===== src/core_timing_pkg.sv =====
`default_nettype none
package core_timing_pkg;
    localparam int OPC_W = 8;
    localparam int LEN_W = 2;
    localparam int CYC_W = 3;
    localparam int OPS_W = 16;

    localparam logic [LEN_W-1:0] LEN_0 = 2'h0;
    localparam logic [LEN_W-1:0] LEN_1 = 2'h1;
    localparam logic [LEN_W-1:0] LEN_2 = 2'h2;
    localparam logic [LEN_W-1:0] LEN_3 = 2'h3;
    localparam logic [CYC_W-1:0] CYC_0 = 3'h0;
    localparam logic [CYC_W-1:0] CYC_1 = 3'h1;
    localparam logic [CYC_W-1:0] CYC_2 = 3'h2;
    localparam logic [CYC_W-1:0] CYC_3 = 3'h3;
    localparam logic [CYC_W-1:0] CYC_4 = 3'h4;
    localparam logic [CYC_W-1:0] CYC_5 = 3'h5;

    localparam logic [OPC_W-1:0] RST_OPCODE = 8'h00;
    localparam logic [OPS_W-1:0] RST_OPERANDS = 16'h0000;
    localparam logic [OPC_W-1:0] RESERVED_OPCODE = 8'ha5;

    // operand mode by low opcode nibble in the regular rows
    localparam logic [3:0] LO_IMM = 4'h4;
    localparam logic [3:0] LO_DIR = 4'h5;
    localparam logic [3:0] LO_IND0 = 4'h6;
    localparam logic [3:0] LO_IND1 = 4'h7;
    localparam logic [3:0] LO_DIR_ACC = 4'h2;
    localparam logic [3:0] LO_DIR_IMM = 4'h3;

    typedef enum logic [9:0] {
        CLS_NONE = 10'h001,
        CLS_MOVE = 10'h002,
        CLS_ARITH = 10'h004,
        CLS_LOGIC = 10'h008,
        CLS_ROTATE = 10'h010,
        CLS_AUX = 10'h020,
        CLS_CODE = 10'h040,
        CLS_STACK = 10'h080,
        CLS_EXCH = 10'h100,
        CLS_BOOL = 10'h200
    } cls_t;

    typedef enum logic [1:0] {
        ST_FETCH = 2'h1,
        ST_EXEC = 2'h2
    } state_t;

    typedef struct packed {
        logic covered;
        logic [LEN_W-1:0] len;
        logic [CYC_W-1:0] cyc;
        cls_t cls;
    } timing_t;
endpackage
`default_nettype wire


===== src/core_instruction_length_timing.sv =====
`default_nettype none
module core_instruction_length_timing
    import core_timing_pkg::*;
(
    input wire logic ref_clk_in,
    input wire logic rst_n_in,
    input wire logic code_valid_in,
    input wire logic [OPC_W-1:0] code_byte_in,
    output logic code_ready_out,
    output logic instr_start_out,
    output logic instr_done_out,
    output logic [OPC_W-1:0] instr_opcode_out,
    output logic [OPS_W-1:0] instr_operands_out,
    output logic [LEN_W-1:0] instr_length_out,
    output logic [CYC_W-1:0] instr_cycles_out,
    output logic [9:0] instr_class_out,
    output logic instr_covered_out,
    output logic instr_reserved_out,
    output logic operand_stall_out,
    output logic aux_onchip_out,
    output logic ext_mem_req_out
);

    // table entry helper
    function automatic timing_t ent(
        input logic [LEN_W-1:0] len,
        input logic [CYC_W-1:0] cyc,
        input cls_t cls
    );
        timing_t t;
        t.covered = 1'b1;
        t.len = len;
        t.cyc = cyc;
        t.cls = cls;
        return t;
    endfunction

    // regular accumulator rows: immediate, direct, indirect, register
    function automatic timing_t alu_row(
        input logic [3:0] lo,
        input cls_t cls
    );
        timing_t t;
        t = ent(LEN_1, CYC_1, CLS_NONE);
        t.covered = 1'b0;
        if (lo == LO_IMM)
            t = ent(LEN_2, CYC_2, cls);
        else if (lo == LO_DIR)
            t = ent(LEN_2, CYC_3, cls);
        else if (lo == LO_IND0 || lo == LO_IND1)
            t = ent(LEN_1, CYC_3, cls);
        else if (lo[3])
            t = ent(LEN_1, CYC_2, cls);
        return t;
    endfunction

    // logic rows also write a direct byte
    function automatic timing_t logic_row(
        input logic [3:0] lo
    );
        timing_t t;
        t = alu_row(lo, CLS_LOGIC);
        if (lo == LO_DIR_ACC)
            t = ent(LEN_2, CYC_4, CLS_LOGIC);
        else if (lo == LO_DIR_IMM)
            t = ent(LEN_3, CYC_4, CLS_LOGIC);
        return t;
    endfunction

    // data transfer group
    function automatic timing_t move_row(
        input logic [OPC_W-1:0] op
    );
        timing_t t;
        t = ent(LEN_1, CYC_1, CLS_NONE);
        t.covered = 1'b0;
        casez (op)
            8'b1110_1???: t = ent(LEN_1, CYC_1, CLS_MOVE);
            8'he5: t = ent(LEN_2, CYC_2, CLS_MOVE);
            8'b1110_011?: t = ent(LEN_1, CYC_2, CLS_MOVE);
            8'h74: t = ent(LEN_2, CYC_2, CLS_MOVE);
            8'b1111_1???: t = ent(LEN_1, CYC_2, CLS_MOVE);
            8'b1010_1???: t = ent(LEN_2, CYC_4, CLS_MOVE);
            8'b0111_1???: t = ent(LEN_2, CYC_2, CLS_MOVE);
            8'hf5: t = ent(LEN_2, CYC_3, CLS_MOVE);
            8'b1000_1???: t = ent(LEN_2, CYC_3, CLS_MOVE);
            8'h85: t = ent(LEN_3, CYC_4, CLS_MOVE);
            8'b1000_011?: t = ent(LEN_2, CYC_4, CLS_MOVE);
            8'h75: t = ent(LEN_3, CYC_3, CLS_MOVE);
            8'b1111_011?: t = ent(LEN_1, CYC_3, CLS_MOVE);
            8'b1010_011?: t = ent(LEN_2, CYC_3, CLS_MOVE);
            8'b0111_011?: t = ent(LEN_2, CYC_3, CLS_MOVE);
            8'h90: t = ent(LEN_3, CYC_3, CLS_MOVE);
            default: t.covered = 1'b0;
        endcase
        return t;
    endfunction

    // code read, auxiliary, stack and exchange group
    function automatic timing_t memory_row(
        input logic [OPC_W-1:0] op
    );
        timing_t t;
        t = ent(LEN_1, CYC_1, CLS_NONE);
        t.covered = 1'b0;
        casez (op)
            8'h93: t = ent(LEN_1, CYC_4, CLS_CODE);
            8'h83: t = ent(LEN_1, CYC_4, CLS_CODE);
            8'b1110_001?: t = ent(LEN_1, CYC_3, CLS_AUX);
            8'he0: t = ent(LEN_1, CYC_3, CLS_AUX);
            8'b1111_001?: t = ent(LEN_1, CYC_4, CLS_AUX);
            8'hf0: t = ent(LEN_1, CYC_3, CLS_AUX);
            8'hc0: t = ent(LEN_2, CYC_4, CLS_STACK);
            8'hd0: t = ent(LEN_2, CYC_3, CLS_STACK);
            8'b1100_1???: t = ent(LEN_1, CYC_3, CLS_EXCH);
            8'hc5: t = ent(LEN_2, CYC_4, CLS_EXCH);
            8'b1100_011?: t = ent(LEN_1, CYC_4, CLS_EXCH);
            8'b1101_011?: t = ent(LEN_1, CYC_4, CLS_EXCH);
            default: t.covered = 1'b0;
        endcase
        return t;
    endfunction

    // increment, decrement and multiply group
    function automatic timing_t arith_misc_row(
        input logic [OPC_W-1:0] op
    );
        timing_t t;
        t = ent(LEN_1, CYC_1, CLS_NONE);
        t.covered = 1'b0;
        casez (op)
            8'h04: t = ent(LEN_1, CYC_2, CLS_ARITH);
            8'b0000_1???: t = ent(LEN_1, CYC_3, CLS_ARITH);
            8'h05: t = ent(LEN_2, CYC_4, CLS_ARITH);
            8'b0000_011?: t = ent(LEN_1, CYC_4, CLS_ARITH);
            8'h14: t = ent(LEN_1, CYC_2, CLS_ARITH);
            8'b0001_1???: t = ent(LEN_1, CYC_3, CLS_ARITH);
            8'h15: t = ent(LEN_2, CYC_4, CLS_ARITH);
            8'b0001_011?: t = ent(LEN_1, CYC_4, CLS_ARITH);
            8'ha3: t = ent(LEN_1, CYC_1, CLS_ARITH);
            8'ha4: t = ent(LEN_1, CYC_4, CLS_ARITH);
            8'h84: t = ent(LEN_1, CYC_5, CLS_ARITH);
            8'hd4: t = ent(LEN_1, CYC_4, CLS_ARITH);
            default: t.covered = 1'b0;
        endcase
        return t;
    endfunction

    // accumulator logic, rotate and carry group
    function automatic timing_t logic_misc_row(
        input logic [OPC_W-1:0] op
    );
        timing_t t;
        t = ent(LEN_1, CYC_1, CLS_NONE);
        t.covered = 1'b0;
        casez (op)
            8'he4: t = ent(LEN_1, CYC_1, CLS_LOGIC);
            8'hf4: t = ent(LEN_1, CYC_2, CLS_LOGIC);
            8'h23: t = ent(LEN_1, CYC_1, CLS_ROTATE);
            8'h33: t = ent(LEN_1, CYC_1, CLS_ROTATE);
            8'h03: t = ent(LEN_1, CYC_1, CLS_ROTATE);
            8'h13: t = ent(LEN_1, CYC_1, CLS_ROTATE);
            8'hc4: t = ent(LEN_1, CYC_1, CLS_ROTATE);
            8'hc3: t = ent(LEN_1, CYC_1, CLS_BOOL);
            8'hc2: t = ent(LEN_2, CYC_4, CLS_BOOL);
            8'hd3: t = ent(LEN_1, CYC_1, CLS_BOOL);
            default: t.covered = 1'b0;
        endcase
        return t;
    endfunction

    // row decode first, then the irregular groups override it
    function automatic timing_t decode_timing(
        input logic [OPC_W-1:0] op
    );
        timing_t t;
        timing_t m;
        timing_t x;
        timing_t a;
        timing_t g;
        t = ent(LEN_1, CYC_1, CLS_NONE);
        t.covered = 1'b0;
        m = move_row(op);
        x = memory_row(op);
        a = arith_misc_row(op);
        g = logic_misc_row(op);
        case (op[7:4])
            4'h2: t = alu_row(op[3:0], CLS_ARITH);
            4'h3: t = alu_row(op[3:0], CLS_ARITH);
            4'h9: t = alu_row(op[3:0], CLS_ARITH);
            4'h4: t = logic_row(op[3:0]);
            4'h5: t = logic_row(op[3:0]);
            4'h6: t = logic_row(op[3:0]);
            default: t.covered = 1'b0;
        endcase
        if (m.covered)
            t = m;
        else if (x.covered)
            t = x;
        else if (a.covered)
            t = a;
        else if (g.covered)
            t = g;
        return t;
    endfunction

    state_t state_q;
    state_t state_d;
    timing_t dec;
    logic [CYC_W-1:0] remaining;
    logic [LEN_W-1:0] needed;
    logic [LEN_W-1:0] needed_next;
    logic advance;
    logic finish;
    logic ready_d;
    logic done_d;
    logic stall_d;

    assign dec = decode_timing(code_byte_in);

    wire logic in_fetch = (state_q == ST_FETCH);
    wire logic in_exec = (state_q == ST_EXEC);
    wire logic take_opcode = in_fetch & code_ready_out & code_valid_in;
    wire logic take_operand = in_exec & code_ready_out & code_valid_in;
    wire logic single_cycle = (dec.cyc == CYC_1);
    wire logic is_aux = (dec.cls == CLS_AUX);

    cycle_budget_counter #(
        .CW(CYC_W),
        .LW(LEN_W)
    ) u_budget (
        .ref_clk_in(ref_clk_in),
        .rst_n_in(rst_n_in),
        .load_in(take_opcode),
        .cycles_in(dec.cyc),
        .bytes_in(dec.len),
        .operand_in(take_operand),
        .remaining_out(remaining),
        .needed_out(needed),
        .needed_next_out(needed_next),
        .advance_out(advance),
        .finish_out(finish)
    );

    operand_byte_latch #(
        .BW(OPC_W),
        .OW(OPS_W)
    ) u_operands (
        .ref_clk_in(ref_clk_in),
        .rst_n_in(rst_n_in),
        .clear_in(take_opcode),
        .take_in(take_operand),
        .byte_in(code_byte_in),
        .operands_out(instr_operands_out)
    );

    // one clock per execution cycle; fetch resumes right after the last
    always_comb
    begin
        state_d = state_q;
        case (state_q)
            ST_FETCH:
            begin
                if (take_opcode && !single_cycle)
                    state_d = ST_EXEC;
            end
            ST_EXEC:
            begin
                if (finish)
                    state_d = ST_FETCH;
            end
            default: state_d = ST_FETCH;
        endcase
    end

    assign ready_d = (state_d == ST_FETCH) | (needed_next != LEN_0);
    assign done_d = (take_opcode & single_cycle) | finish;
    assign stall_d = in_exec & ~advance & (remaining != CYC_0);

    always_ff @(posedge ref_clk_in or negedge rst_n_in)
    begin
        if (!rst_n_in)
        begin
            state_q <= ST_FETCH;
            code_ready_out <= 1'b1;
            instr_start_out <= 1'b0;
            instr_done_out <= 1'b0;
            operand_stall_out <= 1'b0;
        end
        else
        begin
            state_q <= state_d;
            code_ready_out <= ready_d;
            instr_start_out <= take_opcode;
            instr_done_out <= done_d;
            operand_stall_out <= stall_d;
        end
    end

    // decoded attributes held for the whole instruction
    always_ff @(posedge ref_clk_in or negedge rst_n_in)
    begin
        if (!rst_n_in)
        begin
            instr_opcode_out <= RST_OPCODE;
            instr_length_out <= LEN_0;
            instr_cycles_out <= CYC_0;
            instr_class_out <= CLS_NONE;
            instr_covered_out <= 1'b0;
            instr_reserved_out <= 1'b0;
            aux_onchip_out <= 1'b0;
        end
        else if (take_opcode)
        begin
            instr_opcode_out <= code_byte_in;
            instr_length_out <= dec.len;
            instr_cycles_out <= dec.cyc;
            instr_class_out <= dec.cls;
            instr_covered_out <= dec.covered;
            instr_reserved_out <= (code_byte_in == RESERVED_OPCODE);
            aux_onchip_out <= is_aux;
        end
    end

    // auxiliary moves always stay on chip
    always_ff @(posedge ref_clk_in or negedge rst_n_in)
    begin
        if (!rst_n_in)
            ext_mem_req_out <= 1'b0;
        else
            ext_mem_req_out <= 1'b0;
    end

endmodule // core_instruction_length_timing
`default_nettype wire


===== src/cycle_budget_counter.sv =====
`default_nettype none
module cycle_budget_counter
    import core_timing_pkg::*;
#(
    parameter int CW = CYC_W,
    parameter int LW = LEN_W
)
(
    input wire logic ref_clk_in,
    input wire logic rst_n_in,
    input wire logic load_in,
    input wire logic [CW-1:0] cycles_in,
    input wire logic [LW-1:0] bytes_in,
    input wire logic operand_in,
    output logic [CW-1:0] remaining_out,
    output logic [LW-1:0] needed_out,
    output logic [LW-1:0] needed_next_out,
    output logic advance_out,
    output logic finish_out
);
    logic [CW-1:0] rem_d;
    wire logic active = (remaining_out != '0);
    // a cycle may pass only if enough cycles remain for the missing bytes
    assign advance_out = active & ((remaining_out > CW'(needed_out)) | operand_in);
    assign finish_out = (remaining_out == CW'(1)) & advance_out;
    assign needed_next_out = load_in ? LW'(bytes_in - 1'b1)
                                     : LW'(needed_out - LW'(operand_in));
    assign rem_d = load_in ? CW'(cycles_in - 1'b1)
                           : (advance_out ? CW'(remaining_out - 1'b1) : remaining_out);

    always_ff @(posedge ref_clk_in or negedge rst_n_in)
    begin
        if (!rst_n_in)
        begin
            remaining_out <= '0;
            needed_out <= '0;
        end
        else
        begin
            remaining_out <= rem_d;
            needed_out <= needed_next_out;
        end
    end
endmodule // cycle_budget_counter
`default_nettype wire


===== src/operand_byte_latch.sv =====
`default_nettype none
module operand_byte_latch
    import core_timing_pkg::*;
#(
    parameter int BW = OPC_W,
    parameter int OW = OPS_W
)
(
    input wire logic ref_clk_in,
    input wire logic rst_n_in,
    input wire logic clear_in,
    input wire logic take_in,
    input wire logic [BW-1:0] byte_in,
    output logic [OW-1:0] operands_out
);
    // earlier bytes move up as later ones arrive
    wire logic [OW-1:0] shifted = {operands_out[OW-BW-1:0], byte_in};
    always_ff @(posedge ref_clk_in or negedge rst_n_in)
    begin
        if (!rst_n_in)
            operands_out <= RST_OPERANDS;
        else if (clear_in)
            operands_out <= RST_OPERANDS;
        else if (take_in)
            operands_out <= shifted;
    end
endmodule // operand_byte_latch
`default_nettype wire


===== config.mk =====
export PLATFORM = sky130hd
export DESIGN_NAME = core_instruction_length_timing
export DESIGN_NICKNAME = d
export VERILOG_FILES = /design/src/core_timing_pkg.sv /design/src/core_instruction_length_timing.sv /design/src/cycle_budget_counter.sv /design/src/operand_byte_latch.sv
export SDC_FILE = /design/constraint.sdc
export NUM_CORES = 1
export LEC_CHECK = 0
export BUFFER_PORTS_ARGS = -buffer_cell sky130_fd_sc_hd__buf_2
export CAP_MARGIN = 20
export CORE_MARGIN = 4
export CORE_UTILIZATION = 35
export CTS_BUF_LIST = sky130_fd_sc_hd__clkbuf_4
export DETAILED_ROUTE_END_ITERATION = 8
export PLACE_DENSITY = 0.54
export SYNTH_ARGS = -nofsm -noshare
export SYNTH_HDL_FRONTEND = slang
export SYNTH_SLANG_ARGS = --single-unit

===== constraint.sdc =====
create_clock -name ref_clk_in -period 2.5 [get_ports ref_clk_in]
set_clock_uncertainty 0.1 [all_clocks]
set_input_delay 0 -clock ref_clk_in [delete_from_list [all_inputs] [get_ports ref_clk_in]]
set_output_delay 0 -clock ref_clk_in [all_outputs]
set_load 0.03 [all_outputs]

==> impl_metrics.csv, run 1 <==
group,metric,value,unit
run_status,status,"finished clean",
final_layout,layout_commonest_cell,"buf_4",
route,drt_pass1_iterations,5,
clocking,clock_latency,0.37,ns
final_layout,area_delta_synth_final,28.5,%
sta,worstMarginPinSlew,0.936,ns
route,drc,0,
final_layout,diodes,0,
sta,hold_violations,0,
floorplanning,ios,58,
power,total_leakage_power,0.00211,uW
setup_path,critical_path.most_common_cell,"buf_4",
yosys,synth-seq-cells,53,
clocking,cts-root-buf,"clkbuf_4",
route,wl,10400,um
setup_path,critPathKind,"in -> reg",
yosys,netlist_instances,365,
floorplanning,dieHeight,105,um
final_layout,final_cell_mix,"buf_4, buf_2, nand2_1",
clocking,cts_buffers,5,
global_route,grt_util_all_layers,0.193,
route,wl_per_cell,17.2,um
placement,dp.final_hpwl,8040,um
global_route,grt_antenna_before_repair,0,
final_layout,multi_input_area,1780,sq um
route,ant_nets,0,
global_route,grt_pass1_vias,3233,
yosys,synth_area,3320,sq um
sta,rsz0062_at_grt,"false",
sta,drv_slew,0,
floorplanning,coreArea,9240,sq um
sta,setup-violations-final,0,
sta,fmax,0.419,GHz
setup_path,crit_chain,"buf_2 -> buf_4 -> buf_4 -> nor2_1 -> nor2b_1 -> o21ai_0 -> nand3_1 -> o311ai_2 -> buf_4 -> nand3_1 -> ha_1 -> xor2_1 -> o22ai_1",
setup_path,cpPeakStageDelay,0.38,ns
global_route,grt_pass1_wl,17100,um
final_layout,drive_above_1_share,0.324,
yosys,async_flop_share,1.00,
power,p_per_area,813,nW/um^2
yosys,synth_edf_count,0,
setup_path,start_kind,"input pin",
power,peakVddDrop,0.373,mV
clocking,cts_sinks,53,
setup_path,critPathMaxFanout,8,
hold_path,hold_path.class,"in -> reg",
power,power,3460,uW
route,via_count,3215,
clocking,cts_htree_levels,2,
floorplanning,fp-row-count,35,
floorplanning,start_util,0.359,
power,p_seq_frac,0.362,
power,swShare,0.454,
power,p_switching,1570,uW
route,drt_iter0_drc,191,
power,p_int,1890,uW
setup_path,crit_path_end_kind,"flip-flop",
floorplanning,die_w,105,um
setup_path,critPathTopFamily,"compound AO/OA/AOI/OAI gates",
final_layout,fin_area,4260,sq um
setup_path,required,2.67,ns
placement,gp_congestion,0.894,
power,comb_power_share,0.524,
yosys,syn_area_per_cell,9.08,sq um
sta,setup_tns,0,ns
setup_path,arrival,2.56,ns
sta,period_share,0.955,
global_route,overflow,0,
yosys,yosysSeqAreaShare,0.401,
global_route,grt_max_degree,22,
sta,slew_headroom,0.374,
placement,place_area,4120,sq um
clocking,cts_tree,"built",
placement,port_buffers,56,
setup_path,cp_num_buf_inv,4,
clocking,path_clk_slew,0.16,ns
yosys,synth_top_flop_cell,"dfrtp_1",
final_layout,regArea,1330,sq um
run,maxCapViolCount,0,
floorplanning,die_area,11100,sq um
clocking,postCtsSetupBuffers,0,
clocking,clockBufferDepth,2,
sta,min_period,2.39,ns
final_layout,fin_nets,495,
yosys,yosysUniqueCellTypes,74,
yosys,synth_nets,386,
power,power.share.clock,0.114,
route,routed_via_density,5.32,
final_layout,nFillCells,924,
yosys,ys_warn_count,0,
setup_path,cp_slowest_cell,"o311ai_2",
==> repair_timing <==
item / 4_1_cts / 5_1_grt
endpoints found under the hold margin: 55 / 0
endpoints found under the setup margin: 0 / 9
gates resized for setup: 0 / 4
hold buffers: 7 / 0
==> power groups by stage <==
stage	registers [uW]	clock network, uW	logic (uW)
floorplan	1640	0	881
global placement	1270	0	1800
detailed placement	1280	0	1810
CTS	1260	415	1820
global route	1290	455	1990
finish	1250	395	1810
==> worst register-to-register path: stages (launching register included) <==
cell and delay, ns:
dfstp_2 0.58, ha_1 0.24, nand3_1 0.26, buf_4 0.24, buf_4 0.20, a211oi_1 0.32, nand2_1 0.16, o22ai_1 0.13
==> area by class of cell <==
type | instances | area share
clock inverter | 2 | 0.00352
tap | 129 | 0.0379
multi-input combinational | 267 | 0.419
inverter | 15 | 0.0132
sequential | 53 | 0.312
timing repair buffer | 132 | 0.204
clock buffer | 6 | 0.0106
==> registers in the layout, indices dropped and copies added (netlist names) <==
name and flops:
u_budget.remaining_out 3, state_q 2, instr_start_out 1, instr_length_out 2, code_ready_out 1, instr_cycles_out 3, instr_done_out 1, instr_covered_out 1
instr_opcode_out 8, aux_onchip_out 1, instr_reserved_out 1, u_operands.operands_out 16, u_budget.needed_out 2, operand_stall_out 1, instr_class_out 10
==> metal layers <==
layer	global-route usage	part of all wire	vias up
li1	-	-	1543
met1	0.260	0.47	1580
met2	0.321	0.48	76
met3	0.0269	0.034	16
met4	0.0562	0.016	0
met5	0	0	-
==> cell families (layout without fill, tap and decap cells) <==
family                     Yosys count  after routing  synth area share
buffers and inverters               45            155            0.0645
other                                1              1           0.00113
AOI/OAI and AO/OA                  111            111             0.245
DFF                                 53             53             0.401
adders and majority gates           10             10            0.0377
xor gates and xnor gates             4              4            0.0106
and+or+nand+nor                    136            136             0.224
muxes                                5              5            0.0162
==> cells in the mapped netlist, types with 3 or more instances <==
library cell / number / area share
ha_1: 10 / 0.038
o22ai_1: 5 / 0.0094
a31oi_1: 5 / 0.0094
o32ai_1: 3 / 0.0079
dfstp_2: 3 / 0.024
dfrtp_1: 50 / 0.38
or3b_2: 3 / 0.0079
nor2b_1: 10 / 0.019
inv_1: 14 / 0.016
nor2_1: 23 / 0.026
and3b_1: 3 / 0.0079
nand3_1: 11 / 0.017
a21oi_1: 15 / 0.023
o21ai_1: 4 / 0.0060
buf_2: 12 / 0.018
o21a_1: 3 / 0.0068
nand2b_1: 6 / 0.011
a21boi_0: 3 / 0.0068
and3_1: 4 / 0.0075
nand2_1: 53 / 0.060
clkbuf_1: 11 / 0.012
buf_4: 4 / 0.0091
a22o_1: 16 / 0.042
mux2_2: 3 / 0.010
o211ai_1: 5 / 0.011
o21ai_0: 21 / 0.032
==> stage by stage <==
step / worst slack [ns] / cells / hold WS (ns) / util
global placement: -0.252 / 589 / -0.165 / 0.446
finish: 0.111 / 604 / 0.0226 / 0.461
CTS: 0.0102 / 604 / 0.0147 / 0.460
global route: 0.0171 / 604 / 0.00625 / 0.461
floorplan: 0.187 / 365 / -0.396 / -
detailed placement: -0.194 / 589 / -0.160 / 0.446
==> path summary, 6_finish.rpt <==
check                                   start                     endpoint  slack (ns)  cells past startpoint
min in group asynchronous            rst_n_in  u_operands.operands_out[11]        0.05                      3
setup / recovery              code_byte_in[1]    u_budget.remaining_out[2]        0.11                     13
setup reg to reg                   state_q[0]       u_budget.needed_out[1]        0.21                      7
max in group asynchronous            rst_n_in          instr_opcode_out[3]        1.17                      3
hold / removal                  code_valid_in          instr_cycles_out[2]        0.02                      4
hold reg to reg            instr_class_out[0]           instr_class_out[0]        0.38                      2
No activity file was read; power rests on OpenSTA's default activity.
==> run 2, diff against run 1 <==
--- a/config.mk
+++ b/config.mk
@@ -11,7 +11,7 @@
 export CORE_UTILIZATION = 35
 export CTS_BUF_LIST = sky130_fd_sc_hd__clkbuf_4
 export DETAILED_ROUTE_END_ITERATION = 8
-export PLACE_DENSITY = 0.54
+export PLACE_DENSITY_LB_ADDON = 0.05
 export SYNTH_ARGS = -nofsm -noshare
 export SYNTH_HDL_FRONTEND = slang
 export SYNTH_SLANG_ARGS = --single-unit
==> impl_metrics.csv, run 2 (synthesis results as in run 1) <==
group,metric,value,unit
global_route,grt_max_degree,28,
placement,post-place-ws,0.00160,ns
global_route,grt_pass1_wl,16600,um
final_layout,diodes,0,
sta,period_share,0.905,
route,routed_via_density,5.18,
global_route,grt_antenna_before_repair,0,
sta,hold_slack,0.0178,ns
setup_path,crit_path_end_kind,"flip-flop",
final_layout,fin_nets,483,
final_layout,largestRegisters,"u_operands.operands_out x16, instr_class_out x10, instr_opcode_out x8",
setup_path,start_kind,"input pin",
final_layout,largest_reg_flops,16,
sta,setup-violations-final,0,
global_route,grt_util_all_layers,0.186,
clocking,cts_resized,0,
setup_path,rr_worst_depth,6,
hold_path,hold_path.class,"in -> reg",
floorplanning,fp-row-count,35,
clocking,cts_tree,"built",
sta,fin_ws,0.239,ns
floorplanning,die_area,11100,sq um
sta,rsz0062_at_grt,"false",
sta,slew_headroom,0.324,
route,drt_iter0_drc,119,
clocking,cts_sinks,53,
final_layout,area_delta_synth_final,26.4,%
final_layout,nFillCells,929,
hold_path,hp-start,"code_byte_in[3]",
clocking,clockBufferDepth,2,
route,wl,9910,um
route,via_count,3067,
sta,min_period,2.26,ns
route,wl_per_cell,16.7,um
final_layout,regMostFlops,"u_operands.operands_out",
route,drt_pass1_iterations,4,
hold_path,holdPathStages,4,
placement,place_area,4080,sq um
sta,worstMarginPinSlew,1.01,ns
floorplanning,dieHeight,105,um
placement,dp.final_hpwl,7760,um
sta,hold_violations,0,
run,maxCapViolCount,0,
sta,drv_slew,0,
setup_path,critPathMaxFanout,11,
setup_path,required,2.69,ns
placement,gp_congestion,0.885,
final_layout,final_cell_mix,"buf_4, buf_2, nand2_1",
setup_path,timing.rr.start,"state_q[0]",
power,peakVddDrop,0.265,mV
run_status,status,"finished clean",
clocking,cts_htree_levels,2,
route,drc,0,
power,total_leakage_power,0.00208,uW
final_layout,layout_commonest_cell,"buf_4",
floorplanning,coreArea,9240,sq um
setup_path,r2r_end,"u_operands.operands_out[15]",
clocking,cts-root-buf,"clkbuf_4",
floorplanning,ios,58,
final_layout,fin_area,4190,sq um
global_route,grt_pass1_vias,3063,
clocking,path_clk_slew,0.14,ns
sta,fmax,0.442,GHz
hold_path,hold_path_end,"instr_class_out[7]",
clocking,clock_latency,0.37,ns
final_layout,utilization,0.454,
setup_path,critPathKind,"in -> reg",
floorplanning,die_w,105,um
final_layout,drive_above_1_share,0.307,
setup_path,arrival,2.46,ns
setup_path,r2r_slack,0.26,ns
power,p_per_area,842,nW/um^2
route,ant_nets,0,
placement,port_buffers,56,
clocking,cts_buffers,5,
floorplanning,start_util,0.359,
global_route,overflow,0,
run 2: cell count changes in the layout (fill, tap and decap cells not counted):
cell,delta
buf_4,-10
clkinvlp_4,-2
a2111oi_2,-1
dlygate4sd3_1,-4
a21oi_2,-1
nor2_2,-1
bufinv_16,+1
clkinv_1,+1
a21oi_1,+1
a2111oi_0,+1
buf_12,+2
nor2_1,+1
run 2: how the worst max path moves through the flow:
stage,start,endpoint,depth (start not counted)
after floorplan,code_byte_in[2],state_q[1],9
after global placement,code_byte_in[2],state_q[1],11
after detailed placement,code_byte_in[2],state_q[1],11
after CTS,state_q[0],u_operands.operands_out[12],6
after global routing,code_byte_in[6],state_q[0],11
final,code_byte_in[6],u_budget.remaining_out[2],12
run 2: power breakdown:
part	total [uW]	switching [uW]	internal, uW
Combinational	1780	1150	640
Clock	485	266	220
Sequential	1260	142	1120
Total	3530	1550	1980
run 2: timing repair:
| item | in CTS | in global routing |
|---|---|---|
| buffers inserted | 0 | 0 |
| hold endpoints to repair | 27 | 0 |
| hold buffers | 3 | 0 |
| setup endpoints to repair | 0 | 0 |
run 2: critical path, cell delays in order:
cell and delay (ns):
buf_2 0.21, dlygate4sd3_1 0.60, inv_1 0.08, and3_1 0.18, nand4_1 0.14, nand3_1 0.14
o311ai_2 0.33, buf_4 0.18, nand3_1 0.08, ha_1 0.21, xor2_1 0.16, o22ai_1 0.15
run 2: per-stage QoR:
step,std cells,setup TNS (ns),total power (uW)
5_1_grt,592,0,3820
2_1_floorplan,365,0,2520
4_1_cts,592,0,3580
3_5_place_dp,581,0,3080
3_3_place_gp,581,-0.0435,3070
6_report,592,0,3530
run 2: layout make-up:
| type | count | area (sq um) | share of cell area |
|---|---|---|---|
| Clock buffer | 6 | 45.0 | 0.0107 |
| Inverter | 15 | 56.3 | 0.0134 |
| Clock inverter | 2 | 33.8 | 0.00806 |
| Tap cell | 129 | 161 | 0.0385 |
| Sequential cell | 53 | 1330 | 0.317 |
| Timing Repair Buffer | 120 | 793 | 0.189 |
| Multi-Input combinational cell | 267 | 1770 | 0.423 |
run 2: layer usage:
layer	wire, um	share of wire	GRT usage	up-vias
met1	4710	0.47	0.260	1453
met5	0	0	0	-
met2	4500	0.45	0.293	86
li1	-	-	-	1518
met3	558	0.056	0.0325	10
met4	146	0.015	0.0581	0
==> run 3, diff against run 2 <==
--- a/config.mk
+++ b/config.mk
@@ -11,7 +11,8 @@
 export CORE_UTILIZATION = 35
 export CTS_BUF_LIST = sky130_fd_sc_hd__clkbuf_4
 export DETAILED_ROUTE_END_ITERATION = 8
-export PLACE_DENSITY_LB_ADDON = 0.05
+export MAX_ROUTING_LAYER = met4
+export PLACE_DENSITY = 0.55
 export SYNTH_ARGS = -nofsm -noshare
 export SYNTH_HDL_FRONTEND = slang
 export SYNTH_SLANG_ARGS = --single-unit
==> impl_metrics.csv, run 3 (synthesis results as in run 1) <==
group,metric,value,unit
final_layout,layout_commonest_cell,"buf_4",
floorplanning,coreArea,9240,sq um
power,total_leakage_power,0.00207,uW
clocking,path_clk_slew,0.15,ns
sta,fmax,0.437,GHz
setup_path,required,2.65,ns
power,comb_power_share,0.504,
hold_path,hold_path.class,"in -> reg",
power,swShare,0.441,
final_layout,fin_area,4180,sq um
sta,slew_headroom,0.347,
global_route,grt_antenna_before_repair,0,
sta,period_share,0.916,
power,peakVddDrop,0.407,mV
sta,worstMarginPinSlew,0.976,ns
placement,place_area,4040,sq um
placement,port_buffers,56,
sta,min_period,2.29,ns
final_layout,fin_nets,483,
final_layout,regMostFlops,"u_operands.operands_out",
run,maxCapViolCount,0,
power,power.share.clock,0.139,
route,routed_via_density,5.27,
final_layout,area_delta_synth_final,25.9,%
route,drt_pass1_iterations,4,
route,wl,10100,um
clocking,cts_buffers,5,
setup_path,critPathMaxFanout,14,
global_route,grt_max_degree,54,
final_layout,final_cell_mix,"buf_4, buf_2, nand2_1",
sta,drv_slew,0,
final_layout,largestRegisters,"u_operands.operands_out x16, instr_class_out x10, instr_opcode_out x8",
power,p_switching,1550,uW
run_status,status,"finished clean",
setup_path,arrival,2.44,ns
floorplanning,dieHeight,105,um
global_route,grt_util_all_layers,0.193,
setup_path,start_kind,"input pin",
clocking,cts_sinks,53,
global_route,grt_pass1_vias,3124,
sta,setup-violations-final,0,
clocking,postCtsSetupBuffers,0,
sta,hold_violations,0,
route,wl_per_cell,17.1,um
global_route,grt_pass1_wl,16700,um
power,p_seq_frac,0.357,
final_layout,largest_reg_flops,16,
clocking,clock_latency,0.36,ns
route,via_count,3123,
setup_path,crit_path_end_kind,"flip-flop",
setup_path,critPathKind,"in -> reg",
power,p_per_area,843,nW/um^2
placement,dp.final_hpwl,7760,um
global_route,overflow,0,
final_layout,drive_above_1_share,0.305,
placement,gp_congestion,0.939,
sta,rsz0062_at_grt,"false",
power,p_int,1970,uW
clocking,cts_htree_levels,2,
clocking,cts-root-buf,"clkbuf_4",
floorplanning,die_w,105,um
clocking,cts_tree,"built",
route,ant_nets,0,
clocking,clockBufferDepth,2,
sta,hold_slack,0.0368,ns
floorplanning,die_area,11100,sq um
route,drt_iter0_drc,125,
route,drc,0,
floorplanning,ios,58,
floorplanning,start_util,0.359,
floorplanning,fp-row-count,35,
final_layout,nFillCells,927,
## run 3: cell count changes in the layout (fill, tap and decap cells not counted), sizes merged
| cell | delta |
|---|---|
| buf | -2 |
| dlygate4sd3 | +2 |
| diode | +1 |
## run 3: what timing repair did
| item | CTS | global route |
|---|---|---|
| hold buffers | 5 | 0 |
| resized for setup | 0 | 0 |
| endpoints found under the hold margin | 54 | 0 |
## run 3: stage by stage
| step | setup TNS, ns | utilization | total power [uW] | worst slack (ns) | cells |
|---|---|---|---|---|---|
| 2_1_floorplan | 0 | - | 2520 | 0.187 | 365 |
| 3_5_place_dp | -0.0208 | 0.438 | 3060 | -0.0147 | 579 |
| 3_3_place_gp | -0.0343 | 0.438 | 3040 | -0.0281 | 579 |
| 6_report | 0 | 0.452 | 3520 | 0.209 | 593 |
| 4_1_cts | 0 | 0.452 | 3570 | 0.235 | 592 |
| 5_1_grt | 0 | 0.452 | 3810 | 0.105 | 592 |
## run 3: path summary, 6_finish.rpt
kind                                     from                         end  slack [ns]  depth (start not counted)
max                           code_byte_in[6]   u_budget.remaining_out[2]        0.21                         12
min                           code_byte_in[0]          instr_class_out[6]        0.04                          4
max reg2reg                        state_q[0]           instr_covered_out        0.28                          7
min reg2reg                instr_class_out[0]          instr_class_out[0]        0.37                          2
max in group asynchronous            rst_n_in              aux_onchip_out        1.69                          3
min in group asynchronous            rst_n_in  u_operands.operands_out[9]        0.16                          3
## run 3: per-layer routing
metal  GRT usage  share of wire
met1       0.264           0.48
met2       0.301           0.47
met3      0.0294          0.040
met4      0.0469          0.012
met5           -              0
## run 3: power groups by stage
| stage | sequential (uW) | combinational (uW) | clock [uW] |
|---|---|---|---|
| after floorplan | 1640 | 881 | 0 |
| after global routing | 1290 | 1960 | 556 |
| after detailed placement | 1280 | 1780 | 0 |
| final | 1260 | 1770 | 489 |
| after global placement | 1270 | 1770 | 0 |
| after CTS | 1260 | 1790 | 517 |
## run 3: worst max-delay path, cell delays in order
cell and delay [ns]:
buf_2 0.24, dlygate4sd3_1 0.61, inv_1 0.07, and3_1 0.18, nand4_1 0.16, nand3_1 0.13
o311ai_2 0.33, buf_4 0.18, nand3_1 0.08, ha_1 0.21, xor2_1 0.15, o22ai_1 0.09
## run 3: cell type report
cell class | instances | area (sq um) | share of cell area
tap | 129 | 161 | 0.0387
timing repair buffer | 120 | 773 | 0.185
sequential | 53 | 1330 | 0.319
antenna | 1 | 2.50 | 0.000599
inverter | 15 | 56.3 | 0.0135
clock buffer | 6 | 45.0 | 0.0108
clock inverter | 2 | 35.0 | 0.00839
multi-input combinational | 267 | 1770 | 0.424
